==> src/verilog/aopc_defines.svh <==
// Purpose: offsets, field positions, reset values and timing counts
// Assumes: ref_clk at 100 MHz
// Notes:   included by its bare name
`ifndef AOPC_DEFINES_SVH
`define AOPC_DEFINES_SVH
// register byte addresses
`define AOPC_REG_CTRL      8'h00
`define AOPC_REG_RESULT    8'h04
`define AOPC_REG_STATUS    8'h08
// control fields
`define AOPC_CTRL_EN_BIT   0
`define AOPC_CTRL_RESET    1'b1
// status field positions
`define AOPC_ST_SER_BIT    0
`define AOPC_ST_EXT_BIT    1
`define AOPC_ST_RDC_BIT    2
`define AOPC_ST_BUSY_BIT   3
`define AOPC_ST_CNT_LSB    8
// axi responses
`define AOPC_RESP_OKAY     2'b00
`define AOPC_RESP_SLVERR   2'b10
// clock period and least serial clock periods per divider code
`define AOPC_CLK_NS        10
`define AOPC_TSCLK0_NS     25
`define AOPC_TSCLK1_NS     50
`define AOPC_TSCLK2_NS     100
`define AOPC_TSCLK3_NS     200
// least times round up to whole cycles
`define AOPC_CYC(ns)       (((ns) + `AOPC_CLK_NS - 1) / `AOPC_CLK_NS)
`define AOPC_TSCLK0_CYC    `AOPC_CYC(`AOPC_TSCLK0_NS)
`define AOPC_TSCLK1_CYC    `AOPC_CYC(`AOPC_TSCLK1_NS)
`define AOPC_TSCLK2_CYC    `AOPC_CYC(`AOPC_TSCLK2_NS)
`define AOPC_TSCLK3_CYC    `AOPC_CYC(`AOPC_TSCLK3_NS)
// daisy-chain delay in serial clock periods
`define AOPC_CHAIN_DELAY   16
`endif

==> src/verilog/aopc_pkg.sv <==
// Purpose: shared types of the output port block
// Assumes: nothing
// Notes:   constants live in aopc_defines.svh
package aopc_pkg;
  // serial engine state
  typedef enum logic {
    st_idle,
    st_shift
  } aopc_state_t;
endpackage : aopc_pkg

==> src/verilog/aopc_output_port.sv <==
// Purpose: output port configuration and pin sharing of a 16-bit converter
// Assumes: conversion core on ref_clk; mode pins static during a read
// Notes:   AXI4-Lite slave for enable, result and status
// Overview of operation
// - byte select high swaps result bytes
// - code format low inverts result msb
// - serial select high turns port serial
// - serial mode floats data bits 0, 1
// - bits 2..7 become config inputs serially
// - divider slows clock only master after-convert
// - divider ignored in other serial modes
// - internal clock driven out on clock pin
// - external clock times data when selected
// - frame polarity input flips frame sync
// - clock invert flips serial clock polarity
// - read mode picks during or after convert, master only
// - chain input reappears sixteen clocks later
// - divider codes give 30/50/100/200 ns
// - serial data driven on data bit 8
//
// The register offsets and the AXI4-Lite slave port were chosen for this implementation.
`timescale 1ns/1ps
`include "aopc_defines.svh"
module aopc_output_port #(
  parameter int RES_W  = 16,  // result width
  parameter int ADDR_W = 8    // axi address width
) (
  input  wire logic              ref_clk,
  input  wire logic              reset_n,
  // conversion core, same clock
  input  wire logic [RES_W-1:0]  conv_result,
  input  wire logic              conv_done,
  input  wire logic              conv_busy,
  // static select pins
  input  wire logic              byte_order_select,
  input  wire logic              output_code_format,
  input  wire logic              serial_parallel_select,
  // shared data bus
  input  wire logic [RES_W-1:0]  data_in,
  output logic [RES_W-1:0]       data_out,
  output logic [RES_W-1:0]       data_oe,
  // serial clock and frame pins
  input  wire logic              serial_clock_in,
  output logic                   serial_clock_out,
  output logic                   serial_clock_oe,
  output logic                   frame_sync_out,
  output logic                   frame_sync_oe,
  // axi4-lite slave
  input  wire logic [ADDR_W-1:0] s_axi_awaddr,
  input  wire logic              s_axi_awvalid,
  output logic                   s_axi_awready,
  input  wire logic [31:0]       s_axi_wdata,
  input  wire logic [3:0]        s_axi_wstrb,
  input  wire logic              s_axi_wvalid,
  output logic                   s_axi_wready,
  output logic [1:0]             s_axi_bresp,
  output logic                   s_axi_bvalid,
  input  wire logic              s_axi_bready,
  input  wire logic [ADDR_W-1:0] s_axi_araddr,
  input  wire logic              s_axi_arvalid,
  output logic                   s_axi_arready,
  output logic [31:0]            s_axi_rdata,
  output logic [1:0]             s_axi_rresp,
  output logic                   s_axi_rvalid,
  input  wire logic              s_axi_rready
);

  localparam int CW = $clog2(RES_W + 1);  // bit counter width
  localparam int SW = 10;                 // synchronised pin count
  localparam int PW = 5;                  // clock period counter width

  // the shared-line mapping needs bits 0..8 and an even byte split
  if (RES_W < 16 || RES_W % 2 != 0) begin : g_check
    $error("aopc_output_port: RES_W must be even and at least 16");
  end

  // pin synchroniser, two stages
  logic [SW-1:0] sync1_q, sync2_q;
  always_ff @(posedge ref_clk or negedge reset_n) begin
    if (!reset_n) begin
      sync1_q <= '0;
      sync2_q <= '0;
    end else begin
      sync1_q <= {serial_clock_in, data_in[7:2], serial_parallel_select,
                  output_code_format, byte_order_select};
      sync2_q <= sync1_q;
    end
  end

  // synchronised view of the pins
  logic       bos_s;       // byte order
  logic       ocf_s;       // code format
  logic       ser_s;       // serial mode
  logic [1:0] div_s;       // clock divider code
  logic       ext_s;       // external clock source
  logic       fpi_s;       // frame polarity
  logic       sci_s;       // clock invert
  logic       rdc_s;       // read mode or chain data
  logic       sclk_s;      // external serial clock level
  assign bos_s  = sync2_q[0];
  assign ocf_s  = sync2_q[1];
  assign ser_s  = sync2_q[2];
  // config lines are only meaningful as inputs in serial mode
  assign div_s  = sync2_q[4:3];
  assign ext_s  = sync2_q[5];
  assign fpi_s  = sync2_q[6];
  assign sci_s  = sync2_q[7];
  assign rdc_s  = sync2_q[8];
  assign sclk_s = sync2_q[9];

  // straight binary or twos complement, then optional byte swap
  function automatic logic [RES_W-1:0] fmt_word(
    input logic [RES_W-1:0] raw,
    input logic             ocf,
    input logic             bos
  );
    logic [RES_W-1:0] f;
    f = raw;
    if (!ocf) begin
      f[RES_W-1] = ~raw[RES_W-1];
    end
    if (bos) begin
      f = {f[RES_W/2-1:0], f[RES_W-1:RES_W/2]};
    end
    return f;
  endfunction : fmt_word

  // state registers
  logic                 en_q, en_d;          // port enable
  logic [RES_W-1:0]     res_q, res_d;        // last raw result
  logic [RES_W-1:0]     dout_q, dout_d;      // data bus output
  logic [RES_W-1:0]     shreg_q, shreg_d;    // serial shift register
  logic [CW-1:0]        bits_q, bits_d;      // bits shifted
  logic [PW-1:0]        cnt_q, cnt_d;        // clock phase counter
  logic                 sclk_q, sclk_d;      // internal clock level
  logic                 frame_q, frame_d;    // frame active
  logic                 busy_q, busy_d;      // conversion busy, delayed
  logic                 eclk_q, eclk_d;      // external clock, delayed
  aopc_pkg::aopc_state_t state_q, state_d;   // serial engine
  // axi registers
  logic                 awf_q, awf_d;        // write address held
  logic                 wf_q, wf_d;          // write data held
  logic [ADDR_W-1:0]    awa_q, awa_d;
  logic [31:0]          wdat_q, wdat_d;
  logic [3:0]           wstb_q, wstb_d;
  logic                 bv_q, bv_d;
  logic [1:0]           br_q, br_d;
  logic                 rv_q, rv_d;
  logic [1:0]           rr_q, rr_d;
  logic [31:0]          rdat_q, rdat_d;

  // combinational helpers
  logic [RES_W-1:0] word_last;   // formatted stored result
  logic [RES_W-1:0] word_new;    // formatted incoming result
  logic [PW-1:0]    period;      // internal clock period in cycles
  logic             master;      // serial with internal clock
  logic             start;       // master read begins
  logic             act_edge;    // external clock active edge
  logic             eclk_pol;    // external clock after inversion
  logic [31:0]      status;

  assign word_last = fmt_word(res_q, ocf_s, bos_s);
  assign word_new  = fmt_word(conv_result, ocf_s, bos_s);
  assign master    = ser_s && !ext_s && en_q;
  assign eclk_pol  = sclk_s ^ sci_s;
  // data leaves on the falling edge of the polarity-adjusted clock
  assign act_edge  = eclk_q && !eclk_pol;

  // divider only in master read-after-convert, else fastest clock
  always_comb begin
    period = PW'(`AOPC_TSCLK0_CYC);
    if (!rdc_s) begin
      case (div_s)
        2'b00:   period = PW'(`AOPC_TSCLK0_CYC);
        2'b01:   period = PW'(`AOPC_TSCLK1_CYC);
        2'b10:   period = PW'(`AOPC_TSCLK2_CYC);
        default: period = PW'(`AOPC_TSCLK3_CYC);
      endcase
    end
  end

  // read during convert starts on busy rise, else on completion
  assign start = rdc_s ? (conv_busy && !busy_q) : conv_done;

  // status word
  always_comb begin
    status = '0;
    status[`AOPC_ST_SER_BIT]  = ser_s;
    status[`AOPC_ST_EXT_BIT]  = ext_s;
    status[`AOPC_ST_RDC_BIT]  = rdc_s;
    status[`AOPC_ST_BUSY_BIT] = (state_q == aopc_pkg::st_shift);
    status[`AOPC_ST_CNT_LSB +: CW] = bits_q;
  end

  // next-state logic for the port, the serial engine and the bus
  always_comb begin
    en_d    = en_q;
    res_d   = res_q;
    shreg_d = shreg_q;
    bits_d  = bits_q;
    cnt_d   = cnt_q;
    sclk_d  = sclk_q;
    frame_d = frame_q;
    state_d = state_q;
    busy_d  = conv_busy;
    eclk_d  = eclk_pol;
    awf_d   = awf_q;
    wf_d    = wf_q;
    awa_d   = awa_q;
    wdat_d  = wdat_q;
    wstb_d  = wstb_q;
    bv_d    = bv_q;
    br_d    = br_q;
    rv_d    = rv_q;
    rr_d    = rr_q;
    rdat_d  = rdat_q;
    // newest result is kept for parallel reads and streaming
    if (conv_done) begin
      res_d = conv_result;
    end
    // serial engine
    if (!ser_s || !en_q) begin
      // parallel mode or disabled: engine rests
      state_d = aopc_pkg::st_idle;
      sclk_d  = 1'b0;
      frame_d = 1'b0;
      cnt_d   = '0;
    end else if (master) begin
      case (state_q)
        aopc_pkg::st_idle: begin
          sclk_d  = 1'b0;
          frame_d = 1'b0;
          if (start) begin
            // after-convert uses the fresh word, streaming the last one
            shreg_d = rdc_s ? word_last : word_new;
            bits_d  = '0;
            cnt_d   = '0;
            frame_d = 1'b1;
            state_d = aopc_pkg::st_shift;
          end
        end
        aopc_pkg::st_shift: begin
          // low for the first half period, high for the rest
          if (cnt_q == period - PW'(1)) begin
            cnt_d  = '0;
            sclk_d = 1'b0;
            if (bits_q == CW'(RES_W - 1)) begin
              frame_d = 1'b0;
              bits_d  = CW'(RES_W);
              state_d = aopc_pkg::st_idle;
            end else begin
              shreg_d = {shreg_q[RES_W-2:0], 1'b0};
              bits_d  = bits_q + CW'(1);
            end
          end else begin
            cnt_d  = cnt_q + PW'(1);
            sclk_d = (cnt_q + PW'(1)) >= (period >> 1);
          end
        end
        default: state_d = aopc_pkg::st_idle;
      endcase
    end else begin
      // external clock: load on completion, shift on each active edge
      sclk_d = 1'b0;
      if (conv_done) begin
        shreg_d = word_new;
        bits_d  = '0;
        frame_d = 1'b1;
        state_d = aopc_pkg::st_shift;
      end else if (state_q == aopc_pkg::st_shift && act_edge) begin
        // chain data enters at the bottom and surfaces after 16 edges
        shreg_d = {shreg_q[RES_W-2:0], rdc_s};
        if (bits_q < CW'(RES_W)) begin
          bits_d = bits_q + CW'(1);
        end
        if (bits_q == CW'(RES_W - 1)) begin
          frame_d = 1'b0;
        end
      end
    end
    // axi write: address and data taken in either order
    if (s_axi_awvalid && !awf_q) begin
      awf_d = 1'b1;
      awa_d = s_axi_awaddr;
    end
    if (s_axi_wvalid && !wf_q) begin
      wf_d   = 1'b1;
      wdat_d = s_axi_wdata;
      wstb_d = s_axi_wstrb;
    end
    if (bv_q && s_axi_bready) begin
      bv_d = 1'b0;
    end
    if (awf_q && wf_q && !bv_q) begin
      awf_d = 1'b0;
      wf_d  = 1'b0;
      bv_d  = 1'b1;
      br_d  = `AOPC_RESP_OKAY;
      case (awa_q)
        `AOPC_REG_CTRL: begin
          if (wstb_q[0]) begin
            en_d = wdat_q[`AOPC_CTRL_EN_BIT];
          end
        end
        // result and status are read-only; writes are dropped
        `AOPC_REG_RESULT, `AOPC_REG_STATUS: br_d = `AOPC_RESP_OKAY;
        default: br_d = `AOPC_RESP_SLVERR;
      endcase
    end
    // axi read
    if (rv_q && s_axi_rready) begin
      rv_d = 1'b0;
    end
    if (s_axi_arvalid && !rv_q) begin
      rv_d   = 1'b1;
      rr_d   = `AOPC_RESP_OKAY;
      rdat_d = '0;
      case (s_axi_araddr)
        `AOPC_REG_CTRL:   rdat_d[`AOPC_CTRL_EN_BIT] = en_q;
        `AOPC_REG_RESULT: rdat_d[RES_W-1:0] = word_last;
        `AOPC_REG_STATUS: rdat_d = status;
        default:          rr_d = `AOPC_RESP_SLVERR;
      endcase
    end
    // data bus: parallel word, or serial bit on line 8
    if (ser_s) begin
      dout_d    = '0;
      dout_d[8] = shreg_d[RES_W-1];
    end else begin
      dout_d = word_last;
    end
  end

  // state registers
  always_ff @(posedge ref_clk or negedge reset_n) begin
    if (!reset_n) begin
      en_q    <= `AOPC_CTRL_RESET;
      res_q   <= '0;
      dout_q  <= '0;
      shreg_q <= '0;
      bits_q  <= '0;
      cnt_q   <= '0;
      sclk_q  <= 1'b0;
      frame_q <= 1'b0;
      busy_q  <= 1'b0;
      eclk_q  <= 1'b0;
      state_q <= aopc_pkg::st_idle;
      awf_q   <= 1'b0;
      wf_q    <= 1'b0;
      awa_q   <= '0;
      wdat_q  <= '0;
      wstb_q  <= '0;
      bv_q    <= 1'b0;
      br_q    <= '0;
      rv_q    <= 1'b0;
      rr_q    <= '0;
      rdat_q  <= '0;
    end else begin
      en_q    <= en_d;
      res_q   <= res_d;
      dout_q  <= dout_d;
      shreg_q <= shreg_d;
      bits_q  <= bits_d;
      cnt_q   <= cnt_d;
      sclk_q  <= sclk_d;
      frame_q <= frame_d;
      busy_q  <= busy_d;
      eclk_q  <= eclk_d;
      state_q <= state_d;
      awf_q   <= awf_d;
      wf_q    <= wf_d;
      awa_q   <= awa_d;
      wdat_q  <= wdat_d;
      wstb_q  <= wstb_d;
      bv_q    <= bv_d;
      br_q    <= br_d;
      rv_q    <= rv_d;
      rr_q    <= rr_d;
      rdat_q  <= rdat_d;
    end
  end

  // pin enables: serial floats bits 0..7 and 9..15
  always_comb begin
    data_oe = '0;
    if (en_q) begin
      if (ser_s) begin
        data_oe[8] = 1'b1;
      end else begin
        data_oe = '1;
      end
    end
  end

  assign data_out         = dout_q;
  assign serial_clock_out = sclk_q ^ sci_s;
  assign serial_clock_oe  = master;
  assign frame_sync_out   = frame_q ^ fpi_s;
  assign frame_sync_oe    = ser_s && en_q;
  // handshakes
  assign s_axi_awready = !awf_q;
  assign s_axi_wready  = !wf_q;
  assign s_axi_bvalid  = bv_q;
  assign s_axi_bresp   = br_q;
  assign s_axi_arready = !rv_q;
  assign s_axi_rvalid  = rv_q;
  assign s_axi_rresp   = rr_q;
  assign s_axi_rdata   = rdat_q;

endmodule : aopc_output_port

==> config.mk <==
export PLATFORM = sky130hd
export DESIGN_NAME = aopc_output_port
export DESIGN_NICKNAME = d
export VERILOG_FILES = /design/src/verilog/aopc_pkg.sv /design/src/verilog/aopc_output_port.sv
export VERILOG_INCLUDE_DIRS = /design/src /design/src/verilog
export SDC_FILE = /design/constraint.sdc
export NUM_CORES = 1
export LEC_CHECK = 0
export BUFFER_PORTS_ARGS = -buffer_cell sky130_fd_sc_hd__buf_2
export CAP_MARGIN = 10
export CORE_AREA = 2 2 148 150
export DETAILED_ROUTE_END_ITERATION = 10
export DIE_AREA = 0 0 150 152
export SLEW_MARGIN = 30
export SYNTH_ARGS = -nofsm -noshare
export SYNTH_HDL_FRONTEND = slang
export SYNTH_SLANG_ARGS = --single-unit
==> constraint.sdc <==
create_clock -name ref_clk -period 5.95 [get_ports ref_clk]
set_clock_uncertainty 0.1 [all_clocks]
set_input_delay 0.2975 -clock ref_clk [delete_from_list [all_inputs] [get_ports ref_clk]]
set_output_delay 0.2975 -clock ref_clk [all_outputs]
set_load 0.02 [all_outputs]
; After elaboration in Yosys (flattened, before gate mapping)
; Cells that the tools add are included.
[word_totals]
elab_cells = 153
reg_bits = 118
[op_classes]
n_reduce_logical = 42
n_addsub = 3
eq_ne = 13
n_lt_le_gt_ge = 2
n_mux = 62
bitwise_logic = 7
[ops]
columns = operator, n
row1 = 2-to-1 mux 16 bit, 12
row2 = 2-to-1 mux 5 bit, 11
row3 = one-hot mux 16 bit (2 select lines), 1
row4 = one-hot mux 15 bit (2 select lines), 1
row5 = 2-to-1 mux 1 bit, 26
row6 = one-hot mux 5 bit (2 select lines), 2
row7 = "== test 8 x 3 -> 1 bit, second input constant", 2
row8 = "== test 8 x 4 -> 1 bit, second input constant", 2
row9 = logical NOT 8 bit, 2
row10 = one-hot mux 5 bit (3 select lines), 1
row11 = logical AND 1 bit, 13
row12 = "adder 5 x 1 -> 5 bit, second input constant", 2
row13 = AND reduction 5 bit, 2
row14 = nonzero test 2 bit, 5
row15 = logical NOT 1 bit, 9
row16 = "inequality test 3 bit, second input constant", 3
row17 = nonzero test 3 bit, 3
row18 = 2-to-1 mux 8 bit, 1
row19 = 2-to-1 mux 7 bit, 1
row20 = one-hot mux 1 bit (2 select lines), 3
row21 = OR reduction 3 bit, 2
row22 = "== test 5 x 4 -> 1 bit, second input constant", 1
row23 = == test 5 bit, 1
row24 = greater-or-equal comparator 5 x 4 -> 1 bit, 1
row25 = other kinds (15), 22

; Logic depth before layout (Yosys ltp)
[depth]
ltp_word = 10
ltp_mapped = 9
depth_no_buf = 8

; Worst setup path after synthesis
; No wires, ideal clock.
[synth_path]
kind = reg-to-reg
from = register sync2_q[8]
to = register shreg_q[10]
arrival_time_ns = 2.409
period_less_slack_ns = 2.634
setup_ns = 0.125
stages_incl_launch_ff = 10
setup_slack_ns = 3.316
path_cell_list = dfrtp_1 -> buf_2 -> nor2b_1 -> ha_1 -> xnor2_1 -> a211oi_4 -> a31oi_2 -> a211oi_4 -> buf_12 -> mux2_4
[synth_via]
elab_chain_cells = 5
elab_cells_between_ends = 11
classes_between = add/sub (1) / eq/ne (3) / mux (6) / reduce/logical (1)
[synth_rtl]
columns = item, line_no
row1 = "start, declared", aopc_output_port.sv:78  ; logic [SW-1:0] sync1_q, sync2_q;
row2 = "start signal, assigned", aopc_output_port.sv:86  ; sync2_q <= sync1_q;
row3 = 2-to-1 mux 5 bit, aopc_output_port.sv:172  ; if (!rdc_s) begin
row4 = subtractor 5 x 1 -> 5 bit, aopc_output_port.sv:244  ; if (cnt_q == period - PW'(1)) begin
row5 = == test 5 bit, aopc_output_port.sv:244
row6 = inequality test 3 x 2 -> 1 bit (no line), n/a
row7 = AND reduction 5 bit (no line), n/a
row8 = "end signal, assigned", aopc_output_port.sv:362  ; shreg_q <= shreg_d;
row9 = "end, declared", aopc_output_port.sv:132  ; logic [RES_W-1:0] shreg_q, shreg_d;
; Several ways; a longest one is shown, not always the timed one. The select of a mux whose other input is x is not followed.
; A chain may end at the register's enable or synchronous reset.

; Worst setup path in the final report
[layout_path]
from = register sync2_q[8]
to = register shreg_q[4]
; Same word-level chain as after synthesis.

==> summary.md <==
| Metric | Value |
|---|---|
| Status | complete, no violations |
| Clock Pin Slew Worst Setup and Hold Paths | 0.05 ns |
| Worst R2R Start | sync2_q[8]$_DFF_PN0_ |
| CP Launch Point | sync2_q[8]$_DFF_PN0_ |
| Slew Limit Fails | 0 |
| CTS tree | yes |
| Fin area | 7300 sq um |
| Routed len/inst | ~15 microns |
| Maxcap violations | 0 |
| Synth Instances | between 500 and 600 |
| Die H | around 150 microns |
| # IOs | 174 |
| Gr busiest metal | met2 |
| Initial antenna violation count | 1 |
| Clock Power Share | between 40% and 50% |
| Post-CTS Resized | 0 |
| Largest area contributor in the netlist | dfrtp_1 |
| Int Power | ~1.7 mW |
| Remaining Overflow, GRT | 0 |
| M1 GR Usage | between 10% and 20% |
| Met3 GRT Util | between 3 and 4% |
| Fin crit period | between 3 and 4 ns |
| Fmax achieved | just over 300 MHz |
| Postcts setup bufs | 0 |
| Most common cell in the netlist | dfrtp_1 |
| WL final | roughly 14000 microns |
| Core Util, Final | between 30% and 40% |
| Pleak | roughly 3.4 nW |
| Net Sw Frac | between 20% and 30% |
| CTS buffer count | 17 |
| Ys async rst share | 100% |
| GR met2 Demand/Resource | about 20% |
| Die Footprint | 22800 sq um |
| Final setup fails | 0 |
| CTS Hold Bufs | 23 |
| Setup TNS | 0 ns |
| Worst slew pin tran | 0.798 ns |
| Post-DRT Antenna Nets | 0 |
| Crit path kind | reg -> reg |
| First-pass GRT wire length | 22400 microns |
| Via/cell ratio | about 4.6 |
| Post-route insts no fill | between 900 and 1000 |
| GRT Overall Usage | between 10 and 15% |
| Pin count of the biggest net entering global routing | 62 |
| Sequential area share after synthesis | between 40% and 50% |
| Yosys cell types | between 60 and 70 |
| Peak supply drop | between 0.15 and 0.2 mV |
| H-Tree Depth | 4 |
| Syn-to-layout area delta | 25.3% |
| Placed cell area | 6460 sq um |
| Crit-path max FO | 13 |
| Syn_area_per_cell | around 11 sq um |
| Worst EP required | roughly 6.2 ns |
| R2r setup slk | between 2 and 3 ns |
| GPL Wtd Cong | 0.796 |
| #FFs+latches synth | between 100 and 150 |
| Power per standard cell area | 328 nW/um^2 |
| Worst skew pair latency | 0.42 ns |
| Slew HR | 46.8% |
| Total core area | 21400 sq um |
| Mapped Area | a little under 6000 sq um |
| Drt first-iter violations | ~230 |
| Fin crit share | around 55% |
| R2r worst-path depth | 8 |
| DP HPWL | ~9600 microns |
| Main flop type after synthesis | dfrtp_1 |
| Final Hold Viols | 0 |
| Ranking of synthesized cells by area | dfrtp_1 49%, mux2_2 10%, buf_4 4.4%, o21ai_0 3.2%, a222oi_1 2.7% |
| Clk root buf | clkbuf_16 |
| Hold crit path type | in -> reg |
| RSZ-0062 raised after global routing | false |
| Power share of the combinational group | around 17% |
| Startpoint types | flop |
| Worst setup endpoint | shreg_q[4]$_DFFE_PN0P_ |
| FF-to-FF End | shreg_q[4]$_DFFE_PN0P_ |
| Port bufs | 111 |
| Ant diodes | 0 |
| DIE WIDTH | roughly 150 microns |
| 1st-pass router iterations | 6 |
| Sequential share of power | 40.5% |
| Final nets | around 740 |
| Number of synthesized flops with an enable pin | 0 |
| Clock Path Buffers | 2 |
| CTS Sinks | around 120 |
| Placed Instances | about 870 |
| Layout cells sized above 1 | around 36% |
| DRC viols | 0 |
| Yosys warnings | 0 |
| Worst setup EP type | flop |
| Vias in the first global route | between 4000 and 5000 |
| Rows | 54 |
| Starting density of the core | between 20% and 30% |
| Synth top cells by count | 115 x dfrtp_1, 54 x mux2_2, 41 x inv_1 |
| Worst Path Arrival | between 3 and 4 ns |
| Via count | about 4300 |
| Psw | between 0.6 and 0.7 mW |
| Synth top area share | 49.4% |
[final cells by class]
class | instances | area, sq um
clock buffers | 21 | 470
repair buffers | 138 | 822
inverters | 41 | 154
well taps | 280 | 350
clock inverters | 11 | 126
multi-input cells | 317 | 2480
fillers | 2203 | 14000
flip-flops and latches | 116 | 2900
[metal layers]
| layer | vias up | share of wire (%) |
|---|---|---|
| met1 | 2104 | 44 |
| met5 | - | 0.11 |
| met4 | 2 | 1.3 |
| met3 | 16 | 6.6 |
| met2 | 139 | 48 |
| li1 | 2020 | - |
[how the worst min path moves through the flow]
stage / from / endpoint / slack (ns) / cells after the start
after floorplan: reset_n / awa_q[0]$_DFFE_PN0P_ / -0.1 / 0
after global placement: sync1_q[9]$_DFF_PN0_ / sync2_q[9]$_DFF_PN0_ / 0.23 / 0
after detailed placement: sync1_q[8]$_DFF_PN0_ / sync2_q[8]$_DFF_PN0_ / 0.23 / 0
after CTS: s_axi_awaddr[2] / awa_q[2]$_DFFE_PN0P_ / 0.0006 / 2
after global routing: s_axi_awaddr[2] / awa_q[2]$_DFFE_PN0P_ / 0.01 / 2
final: s_axi_awaddr[2] / awa_q[2]$_DFFE_PN0P_ / 0.02 / 2
[cell families after synthesis]
group | Yosys count | synth area share [%]
mux | 76 | 15.1
flops | 116 | 49.8
fa+ha+maj | 8 | 1.72
simple gates | 95 | 8.69
compound gates | 109 | 13.7
xor+xnor | 11 | 1.78
other cells | 1 | 0.0643
buf+inv | 95 | 9.12
[critical path, cell delays in order, from the launching register on]
cell and delay [ns]:
dfrtp_1 0.74, nor2b_1 0.16, ha_1 0.33, xnor2_1 0.16
a211oi_4 0.37, a31oi_2 0.18, a211oi_4 0.49, buf_6 0.25
mux2_2 0.34
[power groups by stage]
stage,Combinational (mW),Clock (mW),Sequential [mW]
2_1_floorplan,0.270,0,0.989
5_1_grt,0.441,1.09,0.989
6_report,0.397,1.03,0.971
3_3_place_gp,0.384,0,0.983
4_1_cts,0.404,1.05,0.973
3_5_place_dp,0.392,0,0.986
[sequential cells by signal, indices dropped and copies added, names as in the netlist, 5 cells and up]
signal,count
data_out,16
s_axi_rdata,16
res_q,16
bits_q,5
sync2_q,10
cnt_q,5
awa_q,8
shreg_q,16
sync1_q,10
[stage by stage]
stage / setup slack, ns / hold WS, ns / power, mW
6_report: 2.70 / 0.0181 / 2.40
3_5_place_dp: 2.50 / 0.235 / 1.38
2_1_floorplan: 3.32 / -0.0981 / 1.26
3_3_place_gp: 2.52 / 0.232 / 1.37
5_1_grt: 2.47 / 0.0108 / 2.52
4_1_cts: 2.50 / 0.000565 / 2.43
[cells in the final DEF, fill, tap and decap left out, types with 3 or more instances in the layout]
cell	synthesis	routed
mux2_4	10	10
ha_1	8	8
buf_4	34	4
clkbuf_8	1	3
nand2_1	23	23
dlygate4sd3_1	0	23
xor2_1	6	6
inv_1	41	41
clkinv_4	0	4
nor3_1	7	6
a22oi_1	7	7
mux2i_1	12	12
nand3_1	7	7
nor2_1	20	20
nor2b_1	13	13
nor4_1	3	3
mux2_2	54	54
o21ai_0	37	37
nand2b_1	5	5
dfrtp_1	115	115
buf_2	5	110
a222oi_1	16	16
a21oi_1	8	7
o221ai_1	5	5
clkinv_2	0	3
conb_1	1	18
xnor2_1	4	4
clkbuf_16	0	17
a31oi_1	4	4
o31ai_1	4	4
No activity file was read; power rests on OpenSTA's default activity.
